===== src/logic/rsc_pkg.sv =====
/*
 * Constants shared by the reset source combiner: register indices, field
 * positions, reset values, source numbering and delay figures.
 * Assumes a 125 MHz system clock.
 */
`default_nettype none
package rsc_pkg;

    // =====================================================================
    // register indices, byte address is four times the index
    // =====================================================================
    localparam logic [13:0] CAUSE_IDX    = 14'h0740;
    localparam logic [13:0] OSC_IDX      = 14'h0742;
    localparam logic [13:0] SCRATCH0_IDX = 14'h075C;
    localparam logic [13:0] SCRATCH1_IDX = 14'h075E;
    localparam logic [13:0] CFG_IDX      = 14'h0760;
    localparam logic [13:0] IRQ_STAT_IDX = 14'h0762;
    localparam logic [13:0] IRQ_MASK_IDX = 14'h0764;

    // =====================================================================
    // reset cause register fields
    // =====================================================================
    localparam int CAUSE_TRAP    = 15;
    localparam int CAUSE_ILLEGAL = 14;
    localparam int CAUSE_SW_BOR  = 13;
    localparam int CAUSE_EXT     = 7;
    localparam int CAUSE_SW      = 6;
    localparam int CAUSE_WDT     = 4;
    localparam int CAUSE_BROWN   = 1;
    localparam logic [15:0] CAUSE_IMPL_MASK = 16'hF7FF;
    localparam logic [15:0] CAUSE_POR_VALUE = 16'h0003;

    // =====================================================================
    // oscillator control and configuration fields
    // =====================================================================
    localparam int OSC_CUR_LSB = 12;
    localparam int OSC_NEW_LSB = 8;
    localparam int OSC_SWITCH  = 0;
    localparam int CFG_CLK_SW  = 0;
    localparam int CFG_POWER_UP_TIMER    = 1;
    localparam int CFG_BMODE   = 2;
    localparam int CFG_NOSC    = 8;
    localparam logic [15:0] CFG_RESET   = 16'h0001;
    localparam logic [2:0]  OSC_RESET   = 3'h0;
    localparam logic [1:0]  BMODE_SOFT  = 2'h1;
    localparam logic [1:0]  BMODE_OFF   = 2'h0;

    // =====================================================================
    // reset sources
    // =====================================================================
    localparam int NUM_SRC    = 9;
    localparam int NUM_PIN    = 4;
    localparam int SRC_POR    = 0;
    localparam int SRC_EXT    = 1;
    localparam int SRC_BROWN  = 2;
    localparam int SRC_LPBROWN = 3;
    localparam int SRC_SW     = 4;
    localparam int SRC_WDT    = 5;
    localparam int SRC_TRAP   = 6;
    localparam int SRC_ILLEGAL = 7;
    localparam int SRC_UWR    = 8;

    // =====================================================================
    // delays
    // =====================================================================
    localparam int CLK_FREQ_KHZ     = 125000;
    localparam int POWER_UP_TIMER_TIME_MS     = 64;
    localparam int POWER_UP_TIMER_CYCLES      = POWER_UP_TIMER_TIME_MS * CLK_FREQ_KHZ;
    localparam int POR_DELAY_CYCLES = 16;

    localparam logic [1:0] RESP_OKAY   = 2'h0;
    localparam logic [1:0] RESP_SLVERR = 2'h2;

endpackage
`default_nettype wire


===== src/logic/rsc_timer_if.sv =====
/*
 * Interface between the combiner and its release delay timer.
 * Assumes both ends run on the same clock.
 */
`timescale 1ns/10ps
`default_nettype none
interface rsc_timer_if #(parameter int W = 24);
    logic         start;
    logic [W-1:0] loadCycles;
    logic         busy;
    modport ctrl  (output start, output loadCycles, input busy);
    modport timer (input start, input loadCycles, output busy);
endinterface
`default_nettype wire


===== src/logic/reset_source_combiner.sv =====
/*
 * Reset source combiner: merges reset sources into the system reset,
 * records reset causes, picks the clock source after reset, AXI4-Lite slave.
 * Assumes pin sources are asynchronous and internal sources share clk.
 */
// Design decision made here: register access over AXI4-Lite.
// Contract
// - system reset is asserted while any reset source is active.
// - sources are power-on, pin, instruction, watchdog, brown-out, low-power brown-out, trap, illegal opcode, uninitialised W.
// - each reset sets the cause flag matching its type.
// - a power-on reset clears all cause flags except the two lowest, which it sets.
// - software may set or clear any cause flag at any time; a write in the cycle of a reset event does not clear the flag that event sets.
// - writing a cause flag never starts a reset.
// - registers without reset value keep contents on non-power-on resets; others take their value.
// - with switching on, power-on and brown-out take the oscillator configuration bits, others keep the current one.
// - with switching off, every reset takes the oscillator configuration bits.
// - oscillator reset value depends on reset type and fuses, cause reset value on reset type.
// - the two scratch registers are cleared only by power-on.
// - system reset is released only after the power-on delay (power-on only) and, if enabled, the power-up timer delay (power-on and brown-out).
// - cause bit 13 is the software brown-out enable in mode 01 and reads zero otherwise.
`timescale 1ns/10ps
`default_nettype none
module reset_source_combiner #(
    parameter int POWER_UP_TIMER_CYCLES      = rsc_pkg::POWER_UP_TIMER_CYCLES,
    parameter int POR_DELAY_CYCLES = rsc_pkg::POR_DELAY_CYCLES,
    parameter int TIMER_W          = 24
) (
    input  wire logic        clk,
    input  wire logic        rst,
    input  wire logic [15:0] s_axi_awaddr,
    input  wire logic        s_axi_awvalid,
    output logic             s_axi_awready,
    input  wire logic [31:0] s_axi_wdata,
    input  wire logic [3:0]  s_axi_wstrb,
    input  wire logic        s_axi_wvalid,
    output logic             s_axi_wready,
    output logic [1:0]       s_axi_bresp,
    output logic             s_axi_bvalid,
    input  wire logic        s_axi_bready,
    input  wire logic [15:0] s_axi_araddr,
    input  wire logic        s_axi_arvalid,
    output logic             s_axi_arready,
    output logic [31:0]      s_axi_rdata,
    output logic [1:0]       s_axi_rresp,
    output logic             s_axi_rvalid,
    input  wire logic        s_axi_rready,
    input  wire logic        powerOnPin,
    input  wire logic        externalResetPin,
    input  wire logic        brownoutPin,
    input  wire logic        lowPowerBrownoutPin,
    input  wire logic        softwareResetReq,
    input  wire logic        watchdogResetSource,
    input  wire logic        trapConflictReq,
    input  wire logic        illegalOpcodeReq,
    input  wire logic        uninitWregReset,
    output logic             systemResetSignal,
    output logic [2:0]       currentOscSel,
    output logic             brownoutDetectEnable,
    output logic             irq
);
    if (POWER_UP_TIMER_CYCLES + POR_DELAY_CYCLES >= 2 ** TIMER_W || POR_DELAY_CYCLES < 1) begin : g_chk
        $error("delay counts do not fit the timer");
    end

    // =====================================================================
    // source capture
    // =====================================================================
    localparam int NS = rsc_pkg::NUM_SRC;
    localparam int NP = rsc_pkg::NUM_PIN;
    logic [NP-1:0] pinRaw, s1, s2, s3, pinLevel, next_pinLevel;
    logic [NS-1:0] srcNow, srcPrev, srcEvent;
    logic          anySrc, porEvent, borEvent, anyEvent;

    assign pinRaw = {lowPowerBrownoutPin, brownoutPin, externalResetPin, powerOnPin};
    for (genvar i = 0; i < NP; i++) begin : g_pin
        assign next_pinLevel[i] = (s2[i] == s3[i]) ? s3[i] : pinLevel[i];
    end

    always_ff @(posedge clk or posedge rst) begin
        if (rst) begin
            s1       <= '0;
            s2       <= '0;
            s3       <= '0;
            pinLevel <= '0;
            srcPrev  <= '0;
        end else begin
            s1       <= pinRaw;
            s2       <= s1;
            s3       <= s2;
            pinLevel <= next_pinLevel;
            srcPrev  <= srcNow;
        end
    end

    assign srcNow = {uninitWregReset, illegalOpcodeReq, trapConflictReq, watchdogResetSource,
                     softwareResetReq, pinLevel};
    assign srcEvent = srcNow & ~srcPrev;
    assign anySrc   = |srcNow;
    assign porEvent = srcEvent[rsc_pkg::SRC_POR];
    assign borEvent = srcEvent[rsc_pkg::SRC_BROWN] | srcEvent[rsc_pkg::SRC_LPBROWN];
    assign anyEvent = |srcEvent;

    // =====================================================================
    // release delay
    // =====================================================================
    logic [15:0] cfg;
    logic        pwrtOn, porFell, borFell, next_system_reset_signal;
    rsc_timer_if #(.W(TIMER_W)) tmr ();

    rsc_delay_timer #(.W(TIMER_W)) u_timer (
        .clk (clk),
        .rst (rst),
        .tmr (tmr.timer)
    );

    assign pwrtOn  = cfg[rsc_pkg::CFG_POWER_UP_TIMER];
    assign porFell = srcPrev[rsc_pkg::SRC_POR] & ~srcNow[rsc_pkg::SRC_POR];
    assign borFell = (srcPrev[rsc_pkg::SRC_BROWN] & ~srcNow[rsc_pkg::SRC_BROWN])
                   | (srcPrev[rsc_pkg::SRC_LPBROWN] & ~srcNow[rsc_pkg::SRC_LPBROWN]);

    always_comb begin
        tmr.loadCycles = '0;
        if (porFell) begin
            tmr.loadCycles = TIMER_W'(POR_DELAY_CYCLES) + (pwrtOn ? TIMER_W'(POWER_UP_TIMER_CYCLES) : '0);
        end else if (borFell && pwrtOn) begin
            tmr.loadCycles = TIMER_W'(POWER_UP_TIMER_CYCLES);
        end
        tmr.start   = (tmr.loadCycles != '0);
        next_system_reset_signal = anySrc | tmr.busy | tmr.start;
    end

    always_ff @(posedge clk or posedge rst) begin
        if (rst) begin
            systemResetSignal <= 1'b1;
        end else begin
            systemResetSignal <= next_system_reset_signal;
        end
    end

    // =====================================================================
    // AXI4-Lite slave
    // =====================================================================
    logic        awHeld, wHeld, next_awHeld, next_wHeld, next_bvalid, next_rvalid;
    logic [13:0] awIdx, next_awIdx;
    logic [15:0] wData, next_wData;
    logic [1:0]  wStrb, next_wStrb, next_bresp, next_rresp;
    logic [31:0] next_rdata;
    logic        doWrite, doRead;
    logic [13:0] arIdx;
    logic [15:0] causeRd, readVal;
    logic        readHit;

    assign s_axi_awready = ~awHeld & ~s_axi_bvalid;
    assign s_axi_wready  = ~wHeld & ~s_axi_bvalid;
    assign s_axi_arready = ~s_axi_rvalid;
    assign doWrite       = awHeld & wHeld & ~s_axi_bvalid;
    assign doRead        = s_axi_arvalid & s_axi_arready;
    assign arIdx         = s_axi_araddr[15:2];

    function automatic logic [15:0] merge16(input logic [15:0] old, input logic [15:0] d,
                                            input logic [1:0] strb);
        merge16 = {strb[1] ? d[15:8] : old[15:8], strb[0] ? d[7:0] : old[7:0]};
    endfunction

    function automatic logic hit(input logic [13:0] idx);
        hit = idx inside {rsc_pkg::CAUSE_IDX, rsc_pkg::OSC_IDX, rsc_pkg::SCRATCH0_IDX,
                          rsc_pkg::SCRATCH1_IDX, rsc_pkg::CFG_IDX, rsc_pkg::IRQ_STAT_IDX,
                          rsc_pkg::IRQ_MASK_IDX};
    endfunction

    always_comb begin
        next_awHeld = awHeld;
        next_awIdx  = awIdx;
        next_wHeld  = wHeld;
        next_wData  = wData;
        next_wStrb  = wStrb;
        next_bvalid = s_axi_bvalid;
        next_bresp  = s_axi_bresp;
        next_rvalid = s_axi_rvalid;
        next_rdata  = s_axi_rdata;
        next_rresp  = s_axi_rresp;
        if (s_axi_awvalid && s_axi_awready) begin
            next_awHeld = 1'b1;
            next_awIdx  = s_axi_awaddr[15:2];
        end
        if (s_axi_wvalid && s_axi_wready) begin
            next_wHeld = 1'b1;
            next_wData = s_axi_wdata[15:0];
            next_wStrb = s_axi_wstrb[1:0];
        end
        if (doWrite) begin
            next_awHeld = 1'b0;
            next_wHeld  = 1'b0;
            next_bvalid = 1'b1;
            next_bresp  = hit(awIdx) ? rsc_pkg::RESP_OKAY : rsc_pkg::RESP_SLVERR;
        end else if (s_axi_bvalid && s_axi_bready) begin
            next_bvalid = 1'b0;
        end
        if (doRead) begin
            next_rvalid = 1'b1;
            next_rdata  = {16'h0000, readVal};
            next_rresp  = readHit ? rsc_pkg::RESP_OKAY : rsc_pkg::RESP_SLVERR;
        end else if (s_axi_rvalid && s_axi_rready) begin
            next_rvalid = 1'b0;
        end
    end

    always_ff @(posedge clk or posedge rst) begin
        if (rst) begin
            awHeld       <= 1'b0;
            awIdx        <= '0;
            wHeld        <= 1'b0;
            wData        <= '0;
            wStrb        <= '0;
            s_axi_bvalid <= 1'b0;
            s_axi_bresp  <= rsc_pkg::RESP_OKAY;
            s_axi_rvalid <= 1'b0;
            s_axi_rdata  <= '0;
            s_axi_rresp  <= rsc_pkg::RESP_OKAY;
        end else begin
            awHeld       <= next_awHeld;
            awIdx        <= next_awIdx;
            wHeld        <= next_wHeld;
            wData        <= next_wData;
            wStrb        <= next_wStrb;
            s_axi_bvalid <= next_bvalid;
            s_axi_bresp  <= next_bresp;
            s_axi_rvalid <= next_rvalid;
            s_axi_rdata  <= next_rdata;
            s_axi_rresp  <= next_rresp;
        end
    end

    // =====================================================================
    // registers
    // =====================================================================
    logic [15:0] cause, scratch0, scratch1, next_cause, next_scratch0, next_scratch1;
    logic [15:0] next_cfg, causeSet;
    logic [2:0]  curOsc, newOsc, next_curOsc, next_newOsc, resetOsc;
    logic        oscSwitch, next_oscSwitch, clkSwOn;
    logic [1:0]  bMode;
    logic [NS-1:0] irqStat, irqMask, next_irqStat, next_irqMask;
    logic        wrCause, wrOsc;

    assign clkSwOn = cfg[rsc_pkg::CFG_CLK_SW];
    assign bMode   = cfg[rsc_pkg::CFG_BMODE +: 2];
    assign wrCause = doWrite && awIdx == rsc_pkg::CAUSE_IDX;
    assign wrOsc   = doWrite && awIdx == rsc_pkg::OSC_IDX;
    assign causeRd = (bMode == rsc_pkg::BMODE_SOFT) ? cause
                   : (cause & ~(16'h0001 << rsc_pkg::CAUSE_SW_BOR));

    always_comb begin
        causeSet = '0;
        causeSet[rsc_pkg::CAUSE_EXT]     = srcEvent[rsc_pkg::SRC_EXT];
        causeSet[rsc_pkg::CAUSE_SW]      = srcEvent[rsc_pkg::SRC_SW];
        causeSet[rsc_pkg::CAUSE_WDT]     = srcEvent[rsc_pkg::SRC_WDT];
        causeSet[rsc_pkg::CAUSE_BROWN]   = borEvent;
        causeSet[rsc_pkg::CAUSE_TRAP]    = srcEvent[rsc_pkg::SRC_TRAP];
        causeSet[rsc_pkg::CAUSE_ILLEGAL] = srcEvent[rsc_pkg::SRC_ILLEGAL]
                                         | srcEvent[rsc_pkg::SRC_UWR];
        readHit = hit(arIdx);
        unique case (1'b1)
            arIdx == rsc_pkg::CAUSE_IDX:    readVal = causeRd;
            arIdx == rsc_pkg::OSC_IDX:      readVal = {1'b0, curOsc, 1'b0, newOsc, 7'h00, oscSwitch};
            arIdx == rsc_pkg::SCRATCH0_IDX: readVal = scratch0;
            arIdx == rsc_pkg::SCRATCH1_IDX: readVal = scratch1;
            arIdx == rsc_pkg::CFG_IDX:      readVal = cfg;
            arIdx == rsc_pkg::IRQ_STAT_IDX: readVal = 16'(irqStat);
            arIdx == rsc_pkg::IRQ_MASK_IDX: readVal = 16'(irqMask);
            default:                        readVal = 16'h0000;
        endcase
    end

    always_comb begin
        next_cause    = cause;
        next_scratch0 = scratch0;
        next_scratch1 = scratch1;
        next_cfg      = cfg;
        next_curOsc   = curOsc;
        next_newOsc   = newOsc;
        next_oscSwitch = oscSwitch;
        next_irqMask  = irqMask;
        next_irqStat  = irqStat;
        if (wrCause) begin
            next_cause = merge16(cause, wData, wStrb) & rsc_pkg::CAUSE_IMPL_MASK;
        end
        next_cause = next_cause | causeSet;
        if (porEvent) begin
            next_cause = rsc_pkg::CAUSE_POR_VALUE;
        end
        if (doWrite && awIdx == rsc_pkg::SCRATCH0_IDX) next_scratch0 = merge16(scratch0, wData, wStrb);
        if (doWrite && awIdx == rsc_pkg::SCRATCH1_IDX) next_scratch1 = merge16(scratch1, wData, wStrb);
        if (porEvent) begin
            next_scratch0 = '0;
            next_scratch1 = '0;
        end
        if (doWrite && awIdx == rsc_pkg::CFG_IDX) next_cfg = merge16(cfg, wData, wStrb);
        if (doWrite && awIdx == rsc_pkg::IRQ_MASK_IDX) begin
            next_irqMask = NS'(merge16(16'(irqMask), wData, wStrb));
        end
        if (oscSwitch) begin
            next_curOsc    = newOsc;
            next_oscSwitch = 1'b0;
        end
        if (wrOsc) begin
            if (wStrb[1]) next_newOsc = wData[rsc_pkg::OSC_NEW_LSB +: 3];
            if (wStrb[0]) next_oscSwitch = wData[rsc_pkg::OSC_SWITCH];
        end
        resetOsc = (clkSwOn && !(porEvent || borEvent)) ? curOsc
                 : cfg[rsc_pkg::CFG_NOSC +: 3];
        if (anyEvent) begin
            next_curOsc    = resetOsc;
            next_newOsc    = resetOsc;
            next_oscSwitch = 1'b0;
        end
        if (doRead && arIdx == rsc_pkg::IRQ_STAT_IDX) next_irqStat = '0;
        next_irqStat = next_irqStat | srcEvent;
    end

    always_ff @(posedge clk or posedge rst) begin
        if (rst) begin
            cause     <= rsc_pkg::CAUSE_POR_VALUE;
            scratch0  <= '0;
            scratch1  <= '0;
            cfg       <= rsc_pkg::CFG_RESET;
            curOsc    <= rsc_pkg::OSC_RESET;
            newOsc    <= rsc_pkg::OSC_RESET;
            oscSwitch <= 1'b0;
            irqStat   <= '0;
            irqMask   <= '0;
            irq       <= 1'b0;
        end else begin
            cause     <= next_cause;
            scratch0  <= next_scratch0;
            scratch1  <= next_scratch1;
            cfg       <= next_cfg;
            curOsc    <= next_curOsc;
            newOsc    <= next_newOsc;
            oscSwitch <= next_oscSwitch;
            irqStat   <= next_irqStat;
            irqMask   <= next_irqMask;
            irq       <= |(next_irqStat & next_irqMask);
        end
    end

    assign currentOscSel        = curOsc;
    assign brownoutDetectEnable = (bMode != rsc_pkg::BMODE_OFF)
                                && (bMode != rsc_pkg::BMODE_SOFT || cause[rsc_pkg::CAUSE_SW_BOR]);
endmodule // reset_source_combiner
`default_nettype wire


===== src/logic/rsc_delay_timer.sv =====
/*
 * Release delay timer: counts down a loaded number of cycles, busy meanwhile.
 * Assumes start is a one-cycle pulse from the same clock domain.
 */
`timescale 1ns/10ps
`default_nettype none
module rsc_delay_timer #(
    parameter int W = 24
) (
    input  wire logic clk,
    input  wire logic rst,
    rsc_timer_if.timer tmr
);
    logic [W-1:0] count;
    logic [W-1:0] next_count;

    always_comb begin
        next_count = count;
        if (tmr.start) begin
            next_count = tmr.loadCycles;
        end else if (count != '0) begin
            next_count = count - 1'b1;
        end
    end

    always_ff @(posedge clk or posedge rst) begin
        if (rst) begin
            count <= '0;
        end else begin
            count <= next_count;
        end
    end

    assign tmr.busy = (count != '0);
endmodule // rsc_delay_timer
`default_nettype wire


===== config.mk =====
export PLATFORM = sky130hd
export DESIGN_NAME = reset_source_combiner
export DESIGN_NICKNAME = d
export VERILOG_FILES = /design/src/logic/rsc_pkg.sv /design/src/logic/rsc_timer_if.sv /design/src/logic/reset_source_combiner.sv /design/src/logic/rsc_delay_timer.sv
export SDC_FILE = /design/constraint.sdc
export NUM_CORES = 1
export LEC_CHECK = 0
export ABC_AREA = 1
export BUFFER_PORTS_ARGS = -buffer_cell sky130_fd_sc_hd__buf_2
export CAP_MARGIN = 15
export CORE_UTILIZATION = 59
export DETAILED_ROUTE_END_ITERATION = 16
export HOLD_SLACK_MARGIN = 0.02
export PLACE_DENSITY = 0.79
export SETUP_SLACK_MARGIN = 0.02
export SYNTH_ARGS = -nofsm -noshare
export SYNTH_HDL_FRONTEND = slang
export SYNTH_SLANG_ARGS = --single-unit

===== constraint.sdc =====
create_clock -name clk -period 9.8 [get_ports clk]
set_input_delay 0.98 -clock clk [delete_from_list [all_inputs] [get_ports clk]]
set_output_delay 0.98 -clock clk [all_outputs]
set_load 0.03 [all_outputs]

==> results of run 1 <==
-- stage by stage --
step                      utilization, %  setup slack (ps)
after detailed placement            63.9              6690
after global placement              63.9              6760
final                               68.2              7040
after global routing                68.2              6850
after CTS                           67.7              7060
after floorplan                        -              3570
-- layout make-up --
class | instances | area [µm²] | area share, %
sequential | 193 | 4830 | 46.3
multi-input combinational | 780 | 3790 | 36.3
timing repair buffer | 96 | 539 | 5.17
clock buffer | 18 | 439 | 4.21
inverter | 111 | 427 | 4.09
tap | 211 | 264 | 2.53
clock inverter | 14 | 146 | 1.40
-- state kept, by name, indices dropped and copies added (netlist names), 4 cells and up --
signal / count
awIdx: 14
cfg: 16
s2: 4
s_axi_rdata: 16
pinLevel: 4
u_timer.count: 24
s3: 4
irqMask: 9
wData: 16
scratch1: 16
srcPrev: 9
s1: 4
scratch0: 16
irqStat: 9
cause: 15
-- kinds of logic (layout without fill, tap and decap cells) --
| family | Yosys count | count (layout) |
|---|---|---|
| other | 1 | 18 |
| adder cells (fa/ha/maj) | 6 | 6 |
| XOR/XNOR | 10 | 10 |
| AO/OA/AOI/OAI | 176 | 176 |
| flip-flops | 193 | 193 |
| buffers and inverters | 160 | 239 |
| AND/OR/NAND/NOR | 561 | 561 |
| multiplexers | 9 | 9 |
-- power by group --
group	total [mW]	switching (mW)	internal, mW
logic	0.769	0.509	0.260
registers	1.15	0.153	0.992
clock network	0.694	0.327	0.367
total	2.61	0.989	1.62
-- routing by layer --
metal / part of all wire, % / wire, µm
met1: 46 / 9970
met2: 46 / 10100
met4: 1.3 / 279
met5: 0 / 0
met3: 6.7 / 1450
-- placed cells by master (no fill, tap or decap), types with 3 or more instances in the layout --
cell type    n
nand2_1    329
dfrtp_1    189
inv_1      107
nor2_1     101
buf_2       90
nand3_1     66
o21ai_0     58
a21oi_1     52
o21ai_2     39
nor3_1      18
conb_1      18
clkbuf_16   17
o21ai_1     15
nand4_1     13
nor2_2       9
xor2_1       9
mux2_2       8
nand2_2      6
inv_6        6
nand3_2      4
maj3_1       4
dfstp_2      4
nor4_1       3
inv_8        3
nor3_2       3
o22ai_1      3
nor2_4       3
buf_4        3
-- worst max path at each step --
stage                               start  endpoint  cells after the start
final                     s_axi_araddr[2]       irq                     11
after global routing      s_axi_araddr[3]       irq                     12
after CTS                 s_axi_araddr[9]       irq                     11
after detailed placement  s_axi_araddr[9]       irq                     11
after global placement      s_axi_arvalid       irq                     10
after floorplan                       rst    awHeld                      1
-- worst max-delay path, stage by stage --
cell	delay, ps
buf_2	100
nor2_1	180
nand2_1	100
nor2_1	660
nand3_2	380
nand2_1	160
nand2_1	120
nand2_1	90
nand3_1	80
nor2_1	120
nand2_1	90
-- Yosys cell counts, types with 2 or more instances --
cell        n  area (µm²)
nand3b_1    2        15.0
nand3_2     4        40.0
a21oi_1    52         260
xor2_1      9        78.8
nand3_1    66         330
nand2_1   329        1230
nand2_2     6        37.5
o21ai_2    39         342
nor3_2      3        30.0
dfrtp_1   189        4730
inv_1     108         405
buf_4      19         143
nor3_1     18        90.1
clkbuf_1    9        33.8
buf_6       8        90.1
nor4_1      3        18.8
buf_1       2        7.51
nor2_4      3        33.8
ha_1        2        25.0
buf_2      11        55.1
a21boi_0    2        15.0
o211ai_1    2        15.0
o22ai_1     3        18.8
dfstp_2     4         105
maj3_1      4        40.0
nand4_1    13        81.3
mux2_2      8        90.1
nor2_2      9        56.3
o21ai_0    58         290
o21ai_1    15        75.1
a211oi_1    2        15.0
nor2_1    101         379
a21o_1      2        15.0
==> flow_metrics.env, run 1 <==
export IMPL_cts_root_buf="clkbuf_16"
export IMPL_synth_seq_area_share_pct=51.9
export IMPL_synth_seq_cells=193
export IMPL_cts_resized=0
export IMPL_grt_pass1_wl_mm=35.4
export IMPL_grt_max_degree=109
export IMPL_drt_iter0_drc=675
export IMPL_drive_gt1_share_pct=17.5
export IMPL_dieArea_um2=16300
export IMPL_synth_edf_count=0
export IMPL_end_kind="register"
export IMPL_period_needed_ps=2760
export IMPL_ctsLongestPathBuffers=2
export IMPL_muxShareOfSynthArea_pct=1.08
export IMPL_yosys_area_share_simple_pct=25.8
export IMPL_rows=45
export IMPL_worstSkewPairLatency_ps=430
export IMPL_cts_tree="yes"
export IMPL_grt_met1_usage_pct=40.4
export IMPL_final_antenna_net_count=0
export IMPL_r2r_slack_ps=7280
export IMPL_use_met3_pct=5.40
export IMPL_crit_path_max_fanout=11
export IMPL_wl_per_cell_um=15.3
export IMPL_maxCapViolCount=0
export IMPL_cts_num_sinks=193
export IMPL_io_pins=131
export IMPL_fin_total_pwr_mw=2.61
export IMPL_ys_flop_type="dfrtp_1"
export IMPL_firstDrtPassIters=5
export IMPL_crit_type="in -> reg"
export IMPL_gr_total_overflow=0
export IMPL_rsz0062_at_grt="no"
export IMPL_slew_headroom_pct=43.7
export IMPL_syn_area_per_cell_um2=8.34
export IMPL_finalCritPeriodShare_pct=28.2
export IMPL_core_area_um2=15300
export IMPL_hold_depth=0
export IMPL_totalWireLength_mm=21.8
export IMPL_die_h_um=128
export IMPL_syn2layout_area_growth_pct=12.2
export IMPL_slew_violations=0
export IMPL_synth_compound_area_share_pct=11.4
export IMPL_nNetsFinal=1285
export IMPL_cts_clk_slew_worst_paths_ps=70
export IMPL_hold_path_class="reg -> reg"
export IMPL_antenna_found_initial=0
export IMPL_hold_viol_final=0
export IMPL_io_buffers=90
export IMPL_grt_pass1_vias=7137
export IMPL_tightestPinTransition_ps=842
export IMPL_design_area_um2=10400
export IMPL_drc=0
export IMPL_fp_dieW_um=128
export IMPL_place_inst=1388
export IMPL_syn_cell_area_um2=9310
export IMPL_cp_required_ps=10120
export IMPL_min_from="s1[0]"
export IMPL_powerDensity_nw_per_um2=250
export IMPL_r2r_start="s_axi_rvalid"
export IMPL_async_reset_ff_share_pct=100
export IMPL_vias=7699
export IMPL_tns_ps=0
export IMPL_holdPathEnd="s2[0]"
export IMPL_h_tree_depth=4
export IMPL_viasPerCell=5.41
export IMPL_hold_ws_ps=354
export IMPL_cp_start_kind="primary input"
export IMPL_nFillCells=1260
export IMPL_synth_xor_area_share_pct=0.941
export IMPL_p_leak_nw=5.38
export IMPL_globalRouteTotalUtil_pct=28.2
export IMPL_cts_buffers=17
export IMPL_top_usage_layer="met2"
export IMPL_status="complete, no violations"
export IMPL_r2r_worst_path_cells=10
export IMPL_final_cells=1423
export IMPL_max_freq_ghz=0.362
export IMPL_yosysWarningCount=0
export IMPL_post_dp_hpwl_mm=14.8
export IMPL_synth_cells=1116
export IMPL_initial_utilization_pct=60.8
export IMPL_finClkSkew_ps=13.6
export IMPL_hold_buffers=0
export IMPL_placed_cell_area_um2=9790
export IMPL_n_antenna_cell=0
export IMPL_max_vdd_ir_drop_mv=0.180
export IMPL_critPathArrivalTime_ps=3080
export IMPL_synth_top_family_by_area="simple AND/OR/NAND/NOR gates"
export IMPL_cts_setup_buffers=0
export IMPL_synth_fa_ha_area_share_pct=0.699
export IMPL_gp_congestion=0.877
export IMPL_setup_viol=0
export IMPL_grt_util_met2_pct=44.3
export IMPL_yosysUniqueCellTypes=44
export IMPL_reg2reg_to="irq"
Power figures use the tool's default switching activity.
==> inputs of run 2 (changes only) <==
--- a/config.mk
+++ b/config.mk
@@ -8,10 +8,10 @@
 export ABC_AREA = 1
 export BUFFER_PORTS_ARGS = -buffer_cell sky130_fd_sc_hd__buf_2
 export CAP_MARGIN = 15
-export CORE_UTILIZATION = 59
+export CORE_UTILIZATION = 52
 export DETAILED_ROUTE_END_ITERATION = 16
 export HOLD_SLACK_MARGIN = 0.02
-export PLACE_DENSITY = 0.79
+export PLACE_DENSITY = 0.73
 export SETUP_SLACK_MARGIN = 0.02
 export SYNTH_ARGS = -nofsm -noshare
 export SYNTH_HDL_FRONTEND = slang
==> constraint.sdc (replaced) <==
create_clock -name clk -period 2.45 [get_ports clk]
set_input_delay 0.245 -clock clk [delete_from_list [all_inputs] [get_ports clk]]
set_output_delay 0.245 -clock clk [all_outputs]
set_load 0.03 [all_outputs]
==> run 2 against run 1 <==
Against the previous run: setup slack worse by 6600 ps; combinational power grew to 4.0 times the previous value; final area is 1.6% higher; via count is 0.60% lower; global-route usage is 2.7 points lower; hold slack worse by 320 ps; critical path type is now reg -> reg.
==> flow_metrics.env, run 2 (synthesized netlist as in run 1, its figures left out) <==
export IMPL_viasPerCell=5.26
export IMPL_final_antenna_net_count=0
export IMPL_grt_pass1_vias=7099
export IMPL_final_cell_mix="nand2_1, dfrtp_1, inv_1"
export IMPL_switching_share_pct=37.3
export IMPL_drt_iter0_drc=713
export IMPL_max_freq_ghz=0.502
export IMPL_comb_power_share_pct=29.2
export IMPL_end_kind="register"
export IMPL_cts_root_buf="clkbuf_16"
export IMPL_rows=48
export IMPL_globalRouteTotalUtil_pct=25.5
export IMPL_post_dp_hpwl_mm=15.1
export IMPL_clkPwrFrac_pct=27.1
export IMPL_final_common_cell="nand2_1"
export IMPL_cts_num_sinks=193
export IMPL_ctsLongestPathBuffers=2
export IMPL_totalWireLength_mm=21.7
export IMPL_crit_family="simple AND/OR/NAND/NOR gates"
export IMPL_slew_headroom_pct=51.4
export IMPL_core_area_um2=17400
export IMPL_setup_viol=0
export IMPL_grt_max_degree=135
export IMPL_cp_startpoint="awIdx[12]"
export IMPL_hold_viol_final=0
export IMPL_place_inst=1411
export IMPL_io_pins=131
export IMPL_die_h_um=136
export IMPL_io_buffers=90
export IMPL_r2r_slack_ps=460
export IMPL_status="complete, no violations"
export IMPL_reg2reg_to="cause[15]"
export IMPL_max_vdd_ir_drop_mv=0.718
export IMPL_largest_reg_flops=24
export IMPL_initial_utilization_pct=53.4
export IMPL_critPathArrivalTime_ps=2320
export IMPL_cts_clk_slew_worst_paths_ps=70
export IMPL_vias=7653
export IMPL_cp_slowest_stage_delay_ps=380
export IMPL_finalCritPeriodShare_pct=81.4
export IMPL_r2r_start="awIdx[12]"
export IMPL_hold_buffers=12
export IMPL_fp_dieW_um=136
export IMPL_final_cells=1455
export IMPL_drive_gt1_share_pct=17.6
export IMPL_antenna_found_initial=0
export IMPL_gr_total_overflow=0
export IMPL_syn2layout_area_growth_pct=14.0
export IMPL_crit_path_cell_trace="nor2_1 > nand4_2 > nor2_1 > nand2_1 > nor2_4 > nand2_2 > nand2_1 > nor2_1 > nor2_1 > inv_1"
export IMPL_seqPwrFrac_pct=43.8
export IMPL_cts_buffers=17
export IMPL_cp_depth=10
export IMPL_hold_path_class="in -> reg"
export IMPL_cpMostUsedCell="nor2_1"
export IMPL_finClkSkew_ps=7.05
export IMPL_switching_power_mw=3.90
export IMPL_cts_tree="yes"
export IMPL_rsz0062_at_grt="no"
export IMPL_tightestPinTransition_ps=729
export IMPL_crit_slowest_cell="dfrtp_1"
export IMPL_period_needed_ps=1990
export IMPL_dieArea_um2=18400
export IMPL_p_leak_nw=5.45
export IMPL_r2r_worst_path_cells=10
export IMPL_maxCapViolCount=0
export IMPL_cp_num_buf_inv=1
export IMPL_slew_violations=0
export IMPL_n_antenna_cell=0
export IMPL_intPower_mw=6.55
export IMPL_crit_type="reg -> reg"
export IMPL_gp_congestion=0.898
export IMPL_endpoint="cause[15]"
export IMPL_h_tree_depth=4
export IMPL_nNetsFinal=1303
export IMPL_nFillCells=1599
export IMPL_powerDensity_nw_per_um2=985
export IMPL_crit_path_max_fanout=13
export IMPL_cts_resized=0
export IMPL_wl_per_cell_um=14.9
export IMPL_cp_required_ps=2780
export IMPL_drc=0
export IMPL_cp_start_kind="register"
export IMPL_regMostFlops="u_timer.count"
export IMPL_grt_pass1_wl_mm=36.1
export IMPL_cts_setup_buffers=0
export IMPL_post_route_util_pct=60.9
export IMPL_firstDrtPassIters=7
export IMPL_worstSkewPairLatency_ps=440
==> run 2: layout make-up <==
cell class              count  area [µm²]  share of cell area, %
clock buffers              18         429                   4.05
clock inverters            14         166                   1.57
inverters                 111         423                   3.99
multi-input cells         780        3790                   35.7
flip-flops and latches    193        4830                   45.6
well taps                 225         282                   2.65
repair buffers            114         686                   6.46
==> run 2: stage by stage <==
| step | setup slack [ps] | TNS [ps] | cell area [µm²] | hold WS (ps) | power [mW] |
|---|---|---|---|---|---|
| final | 457 | 0 | 10600 | 34.2 | 10.4 |
| after global placement | 503 | 0 | 9890 | 335 | 7.54 |
| after CTS | 443 | 0 | 10600 | 22.6 | 10.5 |
| after global routing | 271 | 0 | 10600 | 25.5 | 11.1 |
| after detailed placement | 504 | 0 | 9890 | 336 | 7.63 |
| after floorplan | -282 | -53330 | 9370 | 276 | 6.92 |
==> run 2: routing by layer <==
layer / vias up / wire, µm / track usage (%)
met4: 0 / 455 / 9.18
li1: 3759 / - / -
met1: 3580 / 10100 / 37.2
met5: - / 0 / 0
met3: 32 / 1410 / 4.64
met2: 282 / 9670 / 37.9
==> run 2: how the worst min path moves through the flow <==
stage,start,to,slack [ps],cells past startpoint
2_1_floorplan,powerOnPin,s1[0],280,0
5_1_grt,s_axi_awaddr[5],awIdx[3],30,2
3_3_place_gp,s1[1],s2[1],340,0
6_report,s_axi_awaddr[5],awIdx[3],30,2
3_5_place_dp,s1[3],s2[3],340,0
4_1_cts,s_axi_awaddr[5],awIdx[3],20,2
==> run 2: power groups by stage <==
stage | logic [mW] | registers (mW) | clock network (mW)
after floorplan | 2.45 | 4.47 | 0
after global placement | 2.95 | 4.59 | 0
after detailed placement | 3.02 | 4.61 | 0
after CTS | 3.05 | 4.56 | 2.86
after global routing | 3.46 | 4.67 | 3.00
final | 3.05 | 4.57 | 2.83
==> inputs of run 3 (changes only) <==
--- a/config.mk
+++ b/config.mk
@@ -5,13 +5,13 @@
 export SDC_FILE = /design/constraint.sdc
 export NUM_CORES = 1
 export LEC_CHECK = 0
-export ABC_AREA = 1
+export ABC_AREA = 0
 export BUFFER_PORTS_ARGS = -buffer_cell sky130_fd_sc_hd__buf_2
 export CAP_MARGIN = 15
 export CORE_UTILIZATION = 52
 export DETAILED_ROUTE_END_ITERATION = 16
 export HOLD_SLACK_MARGIN = 0.02
-export PLACE_DENSITY = 0.73
+export PLACE_DENSITY = 0.74
 export SETUP_SLACK_MARGIN = 0.02
 export SYNTH_ARGS = -nofsm -noshare
 export SYNTH_HDL_FRONTEND = slang
==> constraint.sdc (replaced) <==
create_clock -name clk -period 1.8 [get_ports clk]
set_input_delay 0.18 -clock clk [delete_from_list [all_inputs] [get_ports clk]]
set_output_delay 0.18 -clock clk [all_outputs]
set_load 0.03 [all_outputs]
==> run 3 against run 2 <==
Against the previous run: the flow now finishes with violations (negative setup slack); hold slack better by 86 ps; utilization up 15 points; final area is 15% higher; critical path depth decreased by 4; register-to-register slack worse by 1000 ps; non-clock buffer count up 175; synthesized cell count decreased by 29%; synthesized area is 6.4% lower; clock skew grew 2.6 ps; fmax decreased by 16%; setup slack lost 1000 ps; total power increased by 53%; critical path type unchanged.
==> flow_metrics.env, run 3 <==
export IMPL_multi_input_area_um2=4190
export IMPL_cp_required_ps=2120
export IMPL_period_needed_ps=2380
export IMPL_grt_pass1_wl_mm=38.9
export IMPL_vias=7474
export IMPL_crit_slowest_cell="or4_4"
export IMPL_reg2reg_to="u_timer.count[23]"
export IMPL_viasPerCell=5.81
export IMPL_maxCapViolCount=0
export IMPL_tightestPinTransition_ps=499
export IMPL_crit_path_max_fanout=4
export IMPL_syn2layout_area_growth_pct=40.7
export IMPL_wl_per_cell_um=20.1
export IMPL_synth_edf_count=0
export IMPL_setup_ws_ps=-583
export IMPL_nNetsFinal=1144
export IMPL_yosysWarningCount=0
export IMPL_slew_violations=0
export IMPL_yosysUniqueCellTypes=65
export IMPL_nFillCells=995
export IMPL_hold_ws_ps=120
export IMPL_gp_congestion=0.902
export IMPL_ctsLongestPathBuffers=2
export IMPL_register_area_um2=4840
export IMPL_gr_total_overflow=0
export IMPL_dieArea_um2=17300
export IMPL_hold_viol_final=0
export IMPL_final_common_cell="dfrtp_1"
export IMPL_crit_path_cell_trace="or4_4 > or4_4 > or3_4 > nor4b_4 > xnor2_1 > nor2_1"
export IMPL_io_buffers=90
export IMPL_firstDrtPassIters=6
export IMPL_h_tree_depth=4
export IMPL_finalCritPeriodShare_pct=132
export IMPL_globalRouteTotalUtil_pct=28.8
export IMPL_r2r_worst_path_cells=6
export IMPL_cpMostUsedCell="or4_4"
export IMPL_fp_dieW_um=131
export IMPL_worstSkewPairLatency_ps=440
export IMPL_synth_seq_cells=193
export IMPL_final_cell_mix="dfrtp_1, buf_4, buf_2"
export IMPL_io_pins=131
export IMPL_min_from="s_axi_awvalid"
export IMPL_syn_area_per_cell_um2=11.1
export IMPL_cts_clk_slew_worst_paths_ps=70
export IMPL_final_antenna_net_count=0
export IMPL_async_reset_ff_share_pct=100
export IMPL_tns_ps=-36240
export IMPL_status="finished, violations left"
export IMPL_cp_slowest_stage_delay_ps=550
export IMPL_p_leak_nw=5.63
export IMPL_cts_tree="yes"
export IMPL_totalWireLength_mm=25.9
export IMPL_cts_root_buf="clkbuf_16"
export IMPL_cts_num_sinks=193
export IMPL_largest_reg_flops=24
export IMPL_end_kind="register"
export IMPL_regMostFlops="u_timer.count"
export IMPL_place_inst=1186
export IMPL_ys_flop_type="dfrtp_1"
export IMPL_core_area_um2=16100
export IMPL_grt_max_degree=58
export IMPL_hold_depth=3
export IMPL_crit_family="simple AND/OR/NAND/NOR gates"
export IMPL_synth_top_cell_area_share_pct=54.3
export IMPL_post_route_util_pct=76.0
export IMPL_critPathArrivalTime_ps=2710
export IMPL_final_cells=1287
export IMPL_die_h_um=131
export IMPL_initial_utilization_pct=54.0
export IMPL_rsz0062_at_grt="yes"
export IMPL_syn_cell_area_um2=8710
export IMPL_powerDensity_nw_per_um2=1310
export IMPL_synth_cells=787
export IMPL_rows=46
export IMPL_antenna_found_initial=1
export IMPL_cts_buffers=17
export IMPL_drc=0
export IMPL_fin_total_pwr_mw=16.0
export IMPL_cp_start_kind="register"
export IMPL_synth_area_leader_cell="dfrtp_1"
export IMPL_hold_path_class="in -> reg"
export IMPL_holdPathEnd="awHeld"
export IMPL_finClkSkew_ps=9.65
export IMPL_post_dp_hpwl_mm=15.8
export IMPL_r2r_slack_ps=-580
export IMPL_cp_startpoint="u_timer.count[8]"
export IMPL_yosysMostFrequentCell="dfrtp_1"
export IMPL_synthTopCellsByArea="dfrtp_1, mux2_2, o21ai_0, nand2_1, mux2i_1"
export IMPL_slew_headroom_pct=66.6
export IMPL_max_freq_ghz=0.420
export IMPL_crit_type="reg -> reg"
export IMPL_grt_pass1_vias=7386
export IMPL_r2r_start="u_timer.count[8]"
export IMPL_setup_viol=93
export IMPL_n_antenna_cell=0
export IMPL_cp_num_buf_inv=0
export IMPL_synthTopCellsByCount="dfrtp_1, nand2_1, o21ai_0, mux2_2, nor2_1"
export IMPL_synth_seq_area_share_pct=55.5
export IMPL_drive_gt1_share_pct=43.0
export IMPL_drt_iter0_drc=687
export IMPL_max_vdd_ir_drop_mv=1.29
export IMPL_violations="negative setup slack"
==> run 3: changes by cell type after synthesis, moves of 19 or more <==
cell / previous run / this run
nand2_1: 329 / 82
inv_1: 108 / 26
nor2_1: 101 / 43
mux2_2: 8 / 57
a21oi_1: 52 / 8
nand3_1: 66 / 25
o21ai_2: 39 / 0
mux2i_1: 1 / 20
==> run 3: stage by stage <==
stage	setup WS [ps]	area, µm²
4_1_cts	-493	11800
3_3_place_gp	-551	10500
5_1_grt	-649	12300
2_1_floorplan	-867	9010
3_5_place_dp	-570	10500
6_report	-583	12300
==> run 3: timing repair <==
| item | CTS | global route |
|---|---|---|
| cloned | 3 | 1 |
| setup buffers | 14 | 12 |
| endpoints found under the setup margin | 102 | 103 |
| hold endpoints to repair | 174 | 0 |
| resized for setup | 78 | 103 |
| hold buffers | 44 | 0 |
| pin swaps | 20 | 44 |
==> run 3: worst max path at each step <==
stage,end,slack (ps),depth (start not counted)
2_1_floorplan,awHeld,-870,1
3_3_place_gp,irq,-550,7
3_5_place_dp,irq,-570,7
4_1_cts,u_timer.count[23],-490,6
5_1_grt,u_timer.count[23],-650,6
6_report,u_timer.count[23],-580,6
==> run 3: area by class of cell <==
type / count / area share, %
Inverter: 26 / 0.827
Sequential cell: 193 / 39.5
Multi-Input combinational cell: 531 / 34.2
Clock buffer: 18 / 3.50
Timing Repair Buffer: 289 / 18.6
Clock inverter: 14 / 1.19
Tap cell: 216 / 2.21
==> run 3: logic make-up after synthesis <==
family                     Yosys count  synth area share [%]
and+or+nand+nor                    250                  15.1
DFF                                193                  55.5
AOI/OAI and AO/OA                  158                  12.2
buffers and inverters               80                  4.47
muxes                               77                  9.67
xor gates and xnor gates            22                  2.21
adders and majority gates            6                 0.747
other                                1                0.0431
==> run 3: metal layers <==
layer / global-route usage [%] / share of wire (%)
met5: 0 / 0
met3: 7.33 / 7.8
met1: 39.8 / 41
met4: 11.3 / 2.8
met2: 43.8 / 48
==> run 3: power breakdown <==
part | internal, mW | total, mW | switching (mW) | leakage (nW)
combinational | 2.97 | 5.94 | 2.97 | 2.93
clock | 1.96 | 3.75 | 1.79 | 0.270
sequential | 5.35 | 6.33 | 0.979 | 2.43
==> run 3: tightest hold or removal path, stage by stage <==
cell and delay, ps:
buf_2 80, nor2b_1 140, o21a_1 120
